**src/include/udirq_pkg.sv**
```systemverilog
// Shared constants for the device interrupt status and DMA burst block
package udirq_pkg;

    // ************************************************************
    // Register byte offsets
    // ************************************************************
    localparam logic [11:0] UDIRQ_OFS_REASON = 12'h250; // DMA cause flags
    localparam logic [11:0] UDIRQ_OFS_STATUS = 12'h218; // Interrupt flags
    localparam logic [11:0] UDIRQ_OFS_BURST = 12'h264;  // Burst length
    localparam logic [11:0] UDIRQ_OFS_MASK = 12'h2F0;   // Interrupt mask
    localparam logic [11:0] UDIRQ_OFS_BUSCFG = 12'h2F4; // Bus width select

    // ************************************************************
    // Status register field positions
    // ************************************************************
    localparam int UDIRQ_BIT_BUS_RESET = 0;
    localparam int UDIRQ_BIT_SOF = 1;
    localparam int UDIRQ_BIT_PFRAME = 2;
    localparam int UDIRQ_BIT_SUSPEND = 3;
    localparam int UDIRQ_BIT_RESUME = 4;
    localparam int UDIRQ_BIT_HS = 5;
    localparam int UDIRQ_BIT_DMA = 6;
    localparam int UDIRQ_BIT_VBUS = 7;
    localparam int UDIRQ_BIT_SETUP = 8;
    localparam int UDIRQ_BIT_EP_BASE = 10;  // Endpoint n RX at base+2n
    localparam int UDIRQ_NUM_EP = 8;

    // ************************************************************
    // Reset values and implemented-bit masks
    // ************************************************************
    localparam logic [31:0] UDIRQ_STATUS_RESET = 32'h0000_0000;
    localparam logic [31:0] UDIRQ_STATUS_VALID = 32'h03FF_FDFF;
    localparam logic [31:0] UDIRQ_KEEP_ON_BUS_RESET = 32'h0000_0001;
    localparam logic [31:0] UDIRQ_MASK_RESET = 32'h03FF_FDFF;
    localparam int UDIRQ_BURST_W = 13;
    localparam logic [12:0] UDIRQ_BURST_RESET = 13'h0004;
    localparam logic [15:0] UDIRQ_REASON_RESET = 16'h0000;
    localparam logic [15:0] UDIRQ_REASON_VALID = 16'h1500;
    localparam int UDIRQ_RSN_XFER_OK = 8;
    localparam int UDIRQ_RSN_INT_EOT = 10;
    localparam int UDIRQ_RSN_GDMA_STOP = 12;

    // ************************************************************
    // Timing
    // ************************************************************
    localparam int UDIRQ_CLK_PERIOD_NS = 25;
    localparam int UDIRQ_PF_FS_NS = 1000000;   // 1 ms full speed
    localparam int UDIRQ_PF_HS_NS = 125000;    // 125 us high speed
    localparam int UDIRQ_PF_FS_CYCLES = UDIRQ_PF_FS_NS / UDIRQ_CLK_PERIOD_NS;
    localparam int UDIRQ_PF_HS_CYCLES = UDIRQ_PF_HS_NS / UDIRQ_CLK_PERIOD_NS;

endpackage

```
**src/core/udirq_pframe.sv**
```systemverilog
// Free-running pseudo frame tick generator
`timescale 1ns/10ps
module udirq_pframe
    import udirq_pkg::*;
(
    // Clock and reset
    input wire logic sys_clk,
    input wire logic rst,
    // Period in clock cycles
    input wire logic [15:0] period,
    // One-cycle tick
    output logic tick
);

    logic [15:0] cnt_q; // Cycles since last tick
    logic tick_q;       // Registered tick
    logic wrap;         // Period reached

    // ************************************************************
    // Counter
    // ************************************************************
    // Compare with >= so a shorter period after a speed change
    // cannot make the counter run past its end
    assign wrap = (cnt_q >= (period - 16'h0001));

    // Counter runs unsynchronised to bus frames
    always_ff @(posedge sys_clk or posedge rst) begin
        if (rst) begin
            cnt_q <= 16'h0000;
            tick_q <= 1'b0;
        end else begin
            tick_q <= wrap;
            cnt_q <= wrap ? 16'h0000 : cnt_q + 16'h0001;
        end
    end

    assign tick = tick_q;

    pframe_spacing_a: assert property (
        @(posedge sys_clk) disable iff (rst)
        $stable(period) |-> (cnt_q < period))
        else $error("Pseudo frame counter ran past its period");

endmodule

```
**src/core/udirq_burst.sv**
```systemverilog
// DMA request line with burst-length drop points
`timescale 1ns/10ps
module udirq_burst
    import udirq_pkg::*;
(
    // Clock and reset
    input wire logic sys_clk,
    input wire logic rst,
    // Configuration
    input wire logic [12:0] burst_len,
    input wire logic bus32,
    // DMA engine side
    input wire logic dma_active,
    input wire logic dma_cycle,
    // Request to the processor
    output logic dma_request_line
);

    logic [12:0] per_burst; // Bus cycles in one burst
    logic [12:0] cnt_q;     // Bus cycles done in this burst
    logic req_q;            // Registered request
    logic last;             // Final cycle of burst

    // ************************************************************
    // Burst size in bus cycles
    // ************************************************************
    // Length is in bytes; zero would never drop, so floor at one
    always_comb begin
        per_burst = bus32 ? {2'b00, burst_len[12:2]} :
                            {1'b0, burst_len[12:1]};
        if (per_burst == 13'h0000) begin
            per_burst = 13'h0001;
        end
    end

    assign last = dma_cycle && (cnt_q >= (per_burst - 13'h0001));

    // ************************************************************
    // Cycle counter and request
    // ************************************************************
    // Request drops for one clock after the last cycle of a burst
    always_ff @(posedge sys_clk or posedge rst) begin
        if (rst) begin
            cnt_q <= 13'h0000;
            req_q <= 1'b0;
        end else begin
            req_q <= dma_active && !last;
            if (!dma_active) begin
                cnt_q <= 13'h0000;
            end else if (dma_cycle) begin
                cnt_q <= last ? 13'h0000 : cnt_q + 13'h0001;
            end
        end
    end

    assign dma_request_line = req_q;

    burst_drop16_a: assert property (
        @(posedge sys_clk) disable iff (rst)
        (dma_cycle && !bus32 && burst_len == 13'h0002)
        |=> !dma_request_line)
        else $error("Request held after cycle in 16-bit burst of 2");

    burst_drop32_a: assert property (
        @(posedge sys_clk) disable iff (rst)
        (dma_cycle && bus32 && burst_len == 13'h0004)
        |=> !dma_request_line)
        else $error("Request held after cycle in 32-bit burst of 4");

endmodule

```
**src/core/udirq_top.sv**
```systemverilog
// Device interrupt status, DMA summary flag and burst length over APB
//
// What this block does
// - Burst length is thirteen bits, low bits
// - 16-bit, burst 2: request drops each cycle
// - 32-bit, burst 4: request drops each cycle
// - Hardware condition sets its status flag
// - Interrupt high while any unmasked flag set
// - Endpoint flags bits 10-25, setup bit 8
// - Bus-state flags bits 7-0 except DMA bit 6, reset bit 0
// - One summary flag for all DMA causes
// - Writing one clears flag, zero keeps
// - DMA reason change sets summary flag
// - Pseudo frame tick 1 ms/125 us flagged
//
// Decided for this implementation: the APB register port.
`timescale 1ns/10ps
module udirq_top
    import udirq_pkg::*;
#(
    parameter int PF_FS_CYCLES = UDIRQ_PF_FS_CYCLES,
    parameter int PF_HS_CYCLES = UDIRQ_PF_HS_CYCLES
)
(
    // Clock and reset
    input wire logic sys_clk,
    input wire logic rst,
    // APB slave
    input wire logic psel,
    input wire logic penable,
    input wire logic pwrite,
    input wire logic [11:0] paddr,
    input wire logic [31:0] pwdata,
    output logic [31:0] prdata,
    output logic pready,
    output logic pslverr,
    // Endpoint buffer events, one-cycle pulses
    input wire logic [7:0] ep_tx_event,
    input wire logic [7:0] ep_rx_event,
    input wire logic setup_event,
    // Bus state events, one-cycle pulses
    input wire logic vbus_rise_event,
    input wire logic hs_change_event,
    input wire logic resume_event,
    input wire logic suspend_event,
    input wire logic sof_event,
    input wire logic bus_reset_event,
    // Link speed level, high at high speed
    input wire logic hs_mode,
    // DMA engine causes, one-cycle pulses
    input wire logic dma_xfer_ok_event,
    input wire logic dma_int_eot_event,
    input wire logic dma_gdma_stop_event,
    // DMA engine handshake
    input wire logic dma_active,
    input wire logic dma_cycle,
    // Outputs to the processor
    output logic irq,
    output logic dma_request_line
);

    // ************************************************************
    // Declarations
    // ************************************************************
    logic [31:0] status_q;     // Interrupt flags
    logic [31:0] status_d;     // Next interrupt flags
    logic [31:0] mask_q;       // Interrupt enables
    logic [12:0] burst_q;      // Burst length in bytes
    logic bus32_q;             // High for 32-bit data bus
    logic [15:0] reason_q;     // DMA cause flags
    logic [15:0] reason_d;     // Next DMA cause flags
    logic [15:0] reason_set;   // DMA causes this cycle
    logic [31:0] ev;           // Status events this cycle
    logic [31:0] status_clr;   // Status bits to clear
    logic [15:0] reason_clr;   // Reason bits to clear
    logic reason_chg;          // Reason content changes
    logic pf_tick;             // Pseudo frame tick
    logic [15:0] pf_period;    // Tick period in cycles
    logic irq_cause;           // Any enabled flag set
    logic irq_q;               // Registered interrupt
    logic [31:0] prdata_q;     // Read data
    logic pready_q;            // Access complete
    logic pslverr_q;           // Unmapped address
    logic acc_first;           // First access-phase cycle
    logic acc_done;            // Transfer completes now
    logic wr_en;               // Write takes effect
    logic mapped;              // Address decodes

    // Decode one register offset from the word address
    function automatic logic udirq_hit(input logic [11:0] addr,
                                       input logic [11:0] ofs);
        udirq_hit = (addr[11:2] == ofs[11:2]);
    endfunction

    // ************************************************************
    // APB handshake
    // ************************************************************
    // One wait state: read data is registered on the same edge that pready rises
    assign acc_first = psel && penable && !pready_q;
    assign acc_done = psel && penable && pready_q;
    assign wr_en = acc_done && pwrite;
    assign mapped = udirq_hit(paddr, UDIRQ_OFS_STATUS) ||
                    udirq_hit(paddr, UDIRQ_OFS_BURST) ||
                    udirq_hit(paddr, UDIRQ_OFS_REASON) ||
                    udirq_hit(paddr, UDIRQ_OFS_MASK) ||
                    udirq_hit(paddr, UDIRQ_OFS_BUSCFG);

    // Ready and error flags
    always_ff @(posedge sys_clk or posedge rst) begin
        if (rst) begin
            pready_q <= 1'b0;
            pslverr_q <= 1'b0;
        end else begin
            pready_q <= acc_first;
            pslverr_q <= acc_first && !mapped;
        end
    end

    // Read data mux; unmapped and reserved bits read zero
    always_ff @(posedge sys_clk or posedge rst) begin
        if (rst) begin
            prdata_q <= 32'h0000_0000;
        end else if (acc_first && !pwrite) begin
            if (udirq_hit(paddr, UDIRQ_OFS_STATUS)) begin
                prdata_q <= status_q;
            end else if (udirq_hit(paddr, UDIRQ_OFS_BURST)) begin
                prdata_q <= {19'h00000, burst_q};
            end else if (udirq_hit(paddr, UDIRQ_OFS_REASON)) begin
                prdata_q <= {16'h0000, reason_q};
            end else if (udirq_hit(paddr, UDIRQ_OFS_MASK)) begin
                prdata_q <= mask_q;
            end else if (udirq_hit(paddr, UDIRQ_OFS_BUSCFG)) begin
                prdata_q <= {31'h0000_0000, bus32_q};
            end else begin
                prdata_q <= 32'h0000_0000;
            end
        end
    end

    // ************************************************************
    // Configuration registers
    // ************************************************************
    // Burst length returns to its reset value on a bus reset
    always_ff @(posedge sys_clk or posedge rst) begin
        if (rst) begin
            burst_q <= UDIRQ_BURST_RESET;
        end else if (bus_reset_event) begin
            burst_q <= UDIRQ_BURST_RESET;
        end else if (wr_en && udirq_hit(paddr, UDIRQ_OFS_BURST)) begin
            burst_q <= pwdata[12:0];
        end
    end

    // Mask and bus width survive a bus reset; they are host setup
    always_ff @(posedge sys_clk or posedge rst) begin
        if (rst) begin
            mask_q <= UDIRQ_MASK_RESET;
            bus32_q <= 1'b0;
        end else if (wr_en) begin
            if (udirq_hit(paddr, UDIRQ_OFS_MASK)) begin
                mask_q <= pwdata & UDIRQ_STATUS_VALID;
            end
            if (udirq_hit(paddr, UDIRQ_OFS_BUSCFG)) begin
                bus32_q <= pwdata[0];
            end
        end
    end

    // ************************************************************
    // DMA reason flags
    // ************************************************************
    // Set beats clear so a cause arriving with its clear survives
    always_comb begin
        reason_set = 16'h0000;
        reason_set[UDIRQ_RSN_XFER_OK] = dma_xfer_ok_event;
        reason_set[UDIRQ_RSN_INT_EOT] = dma_int_eot_event;
        reason_set[UDIRQ_RSN_GDMA_STOP] = dma_gdma_stop_event;
        reason_clr = 16'h0000;
        if (wr_en && udirq_hit(paddr, UDIRQ_OFS_REASON)) begin
            reason_clr = pwdata[15:0];
        end
        if (bus_reset_event) begin
            reason_clr = 16'hFFFF;
        end
        reason_d = ((reason_q & ~reason_clr) | reason_set) &
                   UDIRQ_REASON_VALID;
    end

    // Any change, set or clear, raises the summary flag
    assign reason_chg = (reason_d != reason_q);

    always_ff @(posedge sys_clk or posedge rst) begin
        if (rst) begin
            reason_q <= UDIRQ_REASON_RESET;
        end else begin
            reason_q <= reason_d;
        end
    end

    // ************************************************************
    // Interrupt status flags
    // ************************************************************
    // Gather events into their bit positions
    always_comb begin
        ev = 32'h0000_0000;
        ev[UDIRQ_BIT_BUS_RESET] = bus_reset_event;
        ev[UDIRQ_BIT_SOF] = sof_event;
        ev[UDIRQ_BIT_PFRAME] = pf_tick;
        ev[UDIRQ_BIT_SUSPEND] = suspend_event;
        ev[UDIRQ_BIT_RESUME] = resume_event;
        ev[UDIRQ_BIT_HS] = hs_change_event;
        ev[UDIRQ_BIT_DMA] = reason_chg;
        ev[UDIRQ_BIT_VBUS] = vbus_rise_event;
        ev[UDIRQ_BIT_SETUP] = setup_event;
        for (int n = 0; n < UDIRQ_NUM_EP; n++) begin
            ev[UDIRQ_BIT_EP_BASE + 2 * n] = ep_rx_event[n];
            ev[UDIRQ_BIT_EP_BASE + 2 * n + 1] = ep_tx_event[n];
        end
    end

    // Write-one clear and bus reset clear; new events win
    always_comb begin
        status_clr = 32'h0000_0000;
        if (wr_en && udirq_hit(paddr, UDIRQ_OFS_STATUS)) begin
            status_clr = pwdata;
        end
        if (bus_reset_event) begin
            status_clr = status_clr | ~UDIRQ_KEEP_ON_BUS_RESET;
        end
        status_d = ((status_q & ~status_clr) | ev) &
                   UDIRQ_STATUS_VALID;
    end

    always_ff @(posedge sys_clk or posedge rst) begin
        if (rst) begin
            status_q <= UDIRQ_STATUS_RESET;
        end else begin
            status_q <= status_d;
        end
    end

    // ************************************************************
    // Interrupt output
    // ************************************************************
    // Level output; the mask resets open so any flag asserts it
    assign irq_cause = |(status_q & mask_q);

    always_ff @(posedge sys_clk or posedge rst) begin
        if (rst) begin
            irq_q <= 1'b0;
        end else begin
            irq_q <= irq_cause;
        end
    end

    // ************************************************************
    // Pseudo frame timer and DMA request
    // ************************************************************
    assign pf_period = hs_mode ? PF_HS_CYCLES[15:0] : PF_FS_CYCLES[15:0];

    udirq_pframe u_pframe (
        .sys_clk(sys_clk),
        .rst(rst),
        .period(pf_period),
        .tick(pf_tick)
    );

    // Software keeps burst lengths even per bus width
    udirq_burst u_burst (
        .sys_clk(sys_clk),
        .rst(rst),
        .burst_len(burst_q),
        .bus32(bus32_q),
        .dma_active(dma_active),
        .dma_cycle(dma_cycle),
        .dma_request_line(dma_request_line)
    );

    // ************************************************************
    // Outputs
    // ************************************************************
    assign prdata = prdata_q;
    assign pready = pready_q;
    assign pslverr = pslverr_q;
    assign irq = irq_q;

    // ************************************************************
    // Checks
    // ************************************************************
    status_set_a: assert property (
        @(posedge sys_clk) disable iff (rst)
        (ev != 32'h0000_0000) |=>
        ((status_q & $past(ev)) == ($past(ev) & UDIRQ_STATUS_VALID)))
        else $error("Event did not set its status flag");

    ep_map_a: assert property (
        @(posedge sys_clk) disable iff (rst)
        (ep_tx_event[7] && ep_rx_event[0] && setup_event) |=>
        (status_q[25] && status_q[10] && status_q[8] && !status_q[9]))
        else $error("Endpoint or setup flag in wrong position");

    bus_reset_a: assert property (
        @(posedge sys_clk) disable iff (rst)
        bus_reset_event |=> (status_q[0] &&
        ((status_q & ~$past(ev) & ~UDIRQ_KEEP_ON_BUS_RESET) == 32'h0)))
        else $error("Bus reset left stale flags or lost reset flag");

    w1c_clear_a: assert property (
        @(posedge sys_clk) disable iff (rst)
        (wr_en && udirq_hit(paddr, UDIRQ_OFS_STATUS) &&
         ev == 32'h0000_0000) |=>
        (status_q == ($past(status_q) & ~$past(pwdata))))
        else $error("Write-one clear wrong on status register");

    dma_summary_a: assert property (
        @(posedge sys_clk) disable iff (rst)
        (reason_q != $past(reason_q)) |-> status_q[UDIRQ_BIT_DMA])
        else $error("Reason change did not raise summary flag");

    irq_level_a: assert property (
        @(posedge sys_clk) disable iff (rst)
        irq_cause |=> irq_q)
        else $error("Interrupt low while a flag is set");

    irq_drop_a: assert property (
        @(posedge sys_clk) disable iff (rst)
        (!irq_cause ##1 !irq_cause) |-> !irq_q)
        else $error("Interrupt high with no flag set");

    burst_hold_a: assert property (
        @(posedge sys_clk) disable iff (rst)
        (wr_en && udirq_hit(paddr, UDIRQ_OFS_BURST) &&
         !bus_reset_event) |=> (burst_q == $past(pwdata[12:0])))
        else $error("Burst length not stored from write");

    pframe_flag_a: assert property (
        @(posedge sys_clk) disable iff (rst)
        pf_tick |=> status_q[UDIRQ_BIT_PFRAME])
        else $error("Pseudo frame tick not flagged");

endmodule

```
**config.mk**
```make
export PLATFORM = sky130hd
export DESIGN_NAME = udirq_top
export DESIGN_NICKNAME = d
export VERILOG_FILES = /design/src/include/udirq_pkg.sv /design/src/core/udirq_pframe.sv /design/src/core/udirq_burst.sv /design/src/core/udirq_top.sv
export SDC_FILE = /design/constraint.sdc
export NUM_CORES = 1
export LEC_CHECK = 0
export BUFFER_PORTS_ARGS = -buffer_cell sky130_fd_sc_hd__buf_2
export CORE_ASPECT_RATIO = 1.4
export CORE_MARGIN = 2
export CORE_UTILIZATION = 52
export CTS_CLUSTER_SIZE = 20
export DETAILED_ROUTE_END_ITERATION = 6
export GPL_TIMING_DRIVEN = 0
export PLACE_DENSITY = 0.87
export SYNTH_ARGS = -nofsm -noshare
export SYNTH_HDL_FRONTEND = slang
export SYNTH_HIERARCHICAL = 1
export SYNTH_SLANG_ARGS = --single-unit
```
**constraint.sdc**
```tcl
create_clock -name sys_clk -period 4.1 [get_ports sys_clk]
set_input_delay 0.205 -clock sys_clk [delete_from_list [all_inputs] [get_ports sys_clk]]
set_output_delay 0.205 -clock sys_clk [all_outputs]
set_load 0.02 [all_outputs]
```
Word-level counts from Yosys, hierarchy flattened. Index checks and enable logic that the tools add are counted.

Bits in read-only memories: 0. Output and inout bits: 36. Flip-flop bits (word level): 133. Memories kept: 0. Latch bits: 0. Memory bits (writable): 0. Bits of input ports: 78.

Multipliers: 0. Eq/ne operators: 7. Mux-type cells: 18. Reductions and logical operators: 24. Shifts and indexed selects: 0. Bitwise gates (word level): 7. Magnitude comparators: 2. Div/mod/pow operators: 0. Add/subtract/negate cells: 4.

Operator list (count): two-way mux 26 bit (6); two-way mux 13 bit (8); bitwise AND 26 bit (2); == test 10 x 8 -> 1 bit, second input constant (5); two-way mux 16 bit (2); OR reduction 32 bit (1); NOT 26 bit (1); bitwise OR 26 bit (1); adder 16 x 1 -> 16 bit, second input constant (1); >= comparator 16 bit (1); subtractor 16 x 1 -> 16 bit, second input constant (1); adder 13 x 1 -> 13 bit, second input constant (1); bitwise AND 13 bit (1); >= comparator 13 bit (1); logical NOT 13 bit (1); NOT 13 bit (1); bitwise OR 13 bit (1); subtractor 13 x 1 -> 13 bit, second input constant (1); two-way mux 12 bit (1); logical AND 1 bit (11); logical NOT 1 bit (4); logical OR 1 bit (4); AND reduction 2 bit (2); != test 3 bit (1); 3 further kinds (3).

Logic depth before layout (Yosys ltp).
Word-level depth: 11. Depth in mapped cells: 18. Gate-level depth less buffers: 17.

By module. Netlist, hierarchy kept.

By module, submodules not included: udirq_top (sequential area each 2434.8 µm², area each 4588.2 µm², instances 1, cells each 423); udirq_pframe (sequential area each 425.4 µm², area each 1466.4 µm², instances 1, cells each 156); udirq_burst (sequential area each 350.3 µm², area each 1380.1 µm², instances 1, cells each 169).

Least setup slack after synthesis. No wires, ideal clock.

Path kind: flip-flop to flip-flop. From: register bus32_q. To: register u_burst.cnt_q[10]. Data required time: 4.027 ns. Setup slack: -0.133 ns. Path buffers: 1. Data arrival time: 4.160 ns. Library setup time: 0.073 ns. Period minus slack after synthesis: 4.233 ns. Cell stages (with the launch flop): 19. Path through: dfrtp_1 -> clkbuf_1 -> nor2b_1 -> o21ai_0 -> nor2_1 -> a221oi_1 -> ha_1 -> nand2b_4 -> or4_4 -> or3_4 -> or3_4 -> o211a_1 -> ha_1 -> a21o_1 -> nand2_1 -> nand4b_1 -> a21oi_1 -> nor2_1 -> nor2_1.

Longest elaborated chain between the ends: 9.

Ends and longest elaborated chain: start: declaration (line udirq_top.sv:69) `logic bus32_q;`; start signal: assignment (line udirq_top.sv:164) `bus32_q <= pwdata[0];`; two-way mux 12 bit * (line udirq_burst.sv:29) `per_burst = bus32 ? {2'b00, burst_len[12:2]} :`; logical NOT 13 bit (line udirq_burst.sv:31) `if (per_burst == 13'h0000) begin`; two-way mux 13 bit * (line udirq_burst.sv:31); subtractor 13 x 1 -> 13 bit * (line udirq_burst.sv:36) `assign last = dma_cycle && (cnt_q >= (per_burst - 13'h0001));`; >= comparator 13 bit * (line udirq_burst.sv:36); logical AND 1 bit * (line udirq_burst.sv:36); two-way mux 13 bit * (line udirq_burst.sv:51) `cnt_q <= last ? 13'h0000 : cnt_q + 13'h0001;`; two-way mux 13 bit * (line udirq_burst.sv:50) `end else if (dma_cycle) begin`; two-way mux 13 bit * (line udirq_burst.sv:48) `if (!dma_active) begin`; end signal: assignment (line udirq_burst.sv:51); end: declaration (line udirq_burst.sv:20) `logic [12:0] cnt_q;`.

Every way passes the cells marked *; elsewhere a longest branch is shown, timed or not. The select of a mux whose other input is x is not followed. A chain may end at the register's enable or synchronous reset.

Worst setup path in the final report.
From: register bus32_q. To: register u_burst.cnt_q[4].

Same word-level chain as after synthesis.

==> metrics.md <==
| Metric | Value |
|---|---|
| Outcome | finished with violations |
| Failing checks | negative setup slack |
| Synth Area in Compound Gates | 16.5% |
| CP cell instances | buf_8 -> nor2b_4 -> o21ai_2 -> nor2_1 -> a221oi_2 -> ha_2 -> nand2b_4 -> or4_4 -> or3_4 -> or3_4 -> o211a_1 -> ha_2 -> a21o_1 -> nand2_1 -> nand4b_1 -> a21oi_4 -> a21oi_2 -> o22ai_1 |
| Worst setup margin | -0.0940 ns |
| Overflow after GRT | 0 |
| Yosys cell types | 73 |
| Cts bufs inserted | 17 |
| Worst path max stage delay | 0.44 ns |
| CP Launch Type | flip-flop |
| I/O pins | 114 |
| CTS Buffer Depth | 2 |
| Cell taking the most area after synthesis | dfrtp_1 |
| Worst Skew | 0.00942 ns |
| Seq/Total Area, Yosys | 43.2% |
| Post-DP HPWL | 15,000 um |
| CTS tree | built |
| Maximum number of pins on one net before global-route repair | 61 |
| WP depth | 18 |
| Slowest CP cell | dfrtp_2 |
| Post-synth EDFFs | 0 |
| Routed Antenna Nets | 0 |
| Most used flip-flop cell after synthesis | dfrtp_1 |
| Post-Synth XOR/XNOR Area | ~4.6% |
| Synth warn | 6 |
| RSZ-0062 raised after global routing | true |
| Synth Area in Simple Gates | 20.9% |
| Layout cells sized above 1 | around a third |
| Critical path buffers and inverters | 1 |
| Post-Synth Adder-Cell Area | 5.55% |
| Die width | 105 um |
| Hold Fails Final Rpt | 0 |
| Final Cycle Share | 102% |
| # rows | 51 |
| Die Y-Extent | 145 um |
| Vias/cell | 6.03 |
| H-tree levels | 4 |
| Critical Path End Type | flip-flop |
| Min-delay worst type | primary input to flip-flop |
| WL final | 21,300 um |
| Worst-path fanout max | 8 |
| Initial Util | 53.2% |
| Global-route wire length before repair | 34,000 um |
| Power Dens Cells | 400 nW/um^2 |
| Die area | 15,300 um^2 |
| WL/cell | 18.8 um |
| CTS root buf | clkbuf_16 |
| Number of global-route vias before repair | 6,894 |
| Largest cells by area after synthesis | dfrtp_1, dfstp_2, ha_1, nand2_1, mux2_4 |
| Cells after Synth | 748 |
| Final setup fails | 13 |
| Slew Viols, Final | 0 |
| CP delay by family, top | simple AND/OR/NAND/NOR gates |
| N_diodes | 0 |
| Insertion delay to the later sink of the worst-skew pair | 0.41 ns |
| First-pass DRT Iterations | 5 |
| Crit Path Class | flip-flop to flip-flop |
| Port Buf Inserts | 98 |
| DR DRC count | 0 |
| Post-Syn Area | 7430 um^2 |
| F_max | about 0.24 GHz |
| Max_slew headroom | 43.6% |
| FFs w/ async S/R, synth | between 90% and 100% |
| Post-synth top area share | 34.0% |
| Area grow syn2layout | 25.8% |
| Number of synthesized register bits | 127 |
| DR iter-0 viols | 584 |
| VDD IR max | 0.224 mV |
| Clock-pin slew on the worst setup and hold paths | around 0.060 ns |
| R2r worst-path depth | 18 |
| Critical Path RT | approximately 4.4 ns |
| Routed vias | 6,857 |
| All-Layer GR Usage | 27.8% |
| Final nets | 1,050 |
| Leak pwr | between 3 and 4 nW |
| Avg Inst Size Synth | around 10 um^2 |
| Hold path depth | 2 |
| CTS sink cnt | 127 |
| Final GP Congestion | 0.906 |
| Slew @ Worst Pin | 0.835 ns |
| Largest family of logic cells by synthesized area | simple AND/OR/NAND/NOR gates |
| WHS | ~0.0091 ns |
| Crit path DAT | 4.53 ns |
| Post-synthesis mux area share | 5.35% |
| Core Box Area | 14,000 um^2 |
| Core Util, Final | 66.9% |
| Max cap viols | 0 |
| Initial antenna violation count | 0 |
| Period minus WS final | 4.19 ns |
flip-flops by register name (all words and copies together), names as in the netlist:
name,cells
u_pframe/cnt_q,16
irq,1
u_burst/dma_request_line,1
u_burst/cnt_q,13
burst_q,13
bus32_q,1
pready,1
mask_q,25
prdata,26
u_pframe/tick,1
reason_q,3
status_q,25
pslverr,1
synth_stat cells (20+ instances only):
| master | count |
|---|---|
| dfrtp_1 | 101 |
| nand2_1 | 89 |
| nor2_1 | 56 |
| a21oi_1 | 46 |
| ha_1 | 33 |
| dfstp_2 | 26 |
| a31o_2 | 24 |
| xnor2_1 | 23 |
| a22oi_1 | 21 |
| inv_1 | 21 |
| nor4_1 | 21 |
| mux2_4 | 20 |
| nand3_1 | 20 |
logic make-up after synthesis:
logic type | count (synthesis)
AND/OR/NAND/NOR | 285
other | 2
XOR/XNOR | 39
AO/OA/AOI/OAI | 172
flip-flops | 127
adder cells (fa/ha/maj) | 33
buffers and inverters | 61
multiplexers | 29
final timing paths:
path	slack, ns	to	from
max in group asynchronous	2.98	mask_q[21]	rst
min reg2reg	0.48	status_q[2]	u_pframe/tick
min	0.009	status_q[25]	ep_tx_event[7]
min in group asynchronous	0.40	pslverr	rst
max reg2reg	-0.09	u_burst/cnt_q[4]	bus32_q
max	-0.09	u_burst/cnt_q[4]	bus32_q
per-layer routing:
layer,up-vias,wire [um],part of all wire [%],track usage [%]
met3,99,1390,6.5,4.30
met1,3318,7620,36,30.6
li1,3101,-,-,-
met4,0,1110,5.2,15.4
met2,339,11200,53,50.5
met5,-,0,0,0
layout make-up:
cell class / instances / area [um^2]
Multi-Input combinational cell: 593 / 4150
Buffer: 39 / 218
Tap cell: 185 / 231
Sequential cell: 127 / 3220
Clock buffer: 19 / 433
Fill cell: 1011 / 4620
Clock inverter: 13 / 155
Timing Repair Buffer: 139 / 861
Inverter: 22 / 85.1
per-stage QoR:
stage / cells / setup WS, ns / instance area, um^2 / power [mW] / setup TNS [ns]
after global placement: 1064 / -0.381 / 8300 / 2.16 / -4.95
after floorplan: 781 / 0.0318 / 7570 / 1.96 / 0
after detailed placement: 1065 / -0.453 / 8330 / 2.20 / -5.89
final: 1137 / -0.0940 / 9350 / 3.74 / -0.641
after CTS: 1134 / 0.00262 / 9280 / 3.73 / 0
after global routing: 1137 / -0.219 / 9350 / 3.90 / -2.41
cell usage in the layout (no fill, tap or decap), types with 21 or more instances in the layout:
cell     Yosys  layout
dfrtp_1    101      97
nand2_1     89      88
nor2_1      56      54
buf_2        8     106
a31o_2      24      24
a21oi_1     46      42
conb_1       2      35
xnor2_1     23      23
buf_4        7      30
dfstp_2     26      26
nor4_1      21      21
ha_1        33      31
a22oi_1     21      21
where the power goes:
part           switching [mW]  leakage (nW)  internal [mW]
Clock                   0.592         0.277          0.909
Combinational           0.413          2.20          0.296
Sequential              0.150          1.51           1.38
Total                    1.16          3.99           2.59
repair_timing:
action,CTS,global route
setup buffers,20,3
pin swaps,9,18
endpoints found under the setup margin,14,14
hold buffers,17,0
gates resized for setup,14,16
cloned,0,0
endpoints found under the hold margin,71,0
Power figures use the tool's default switching activity.
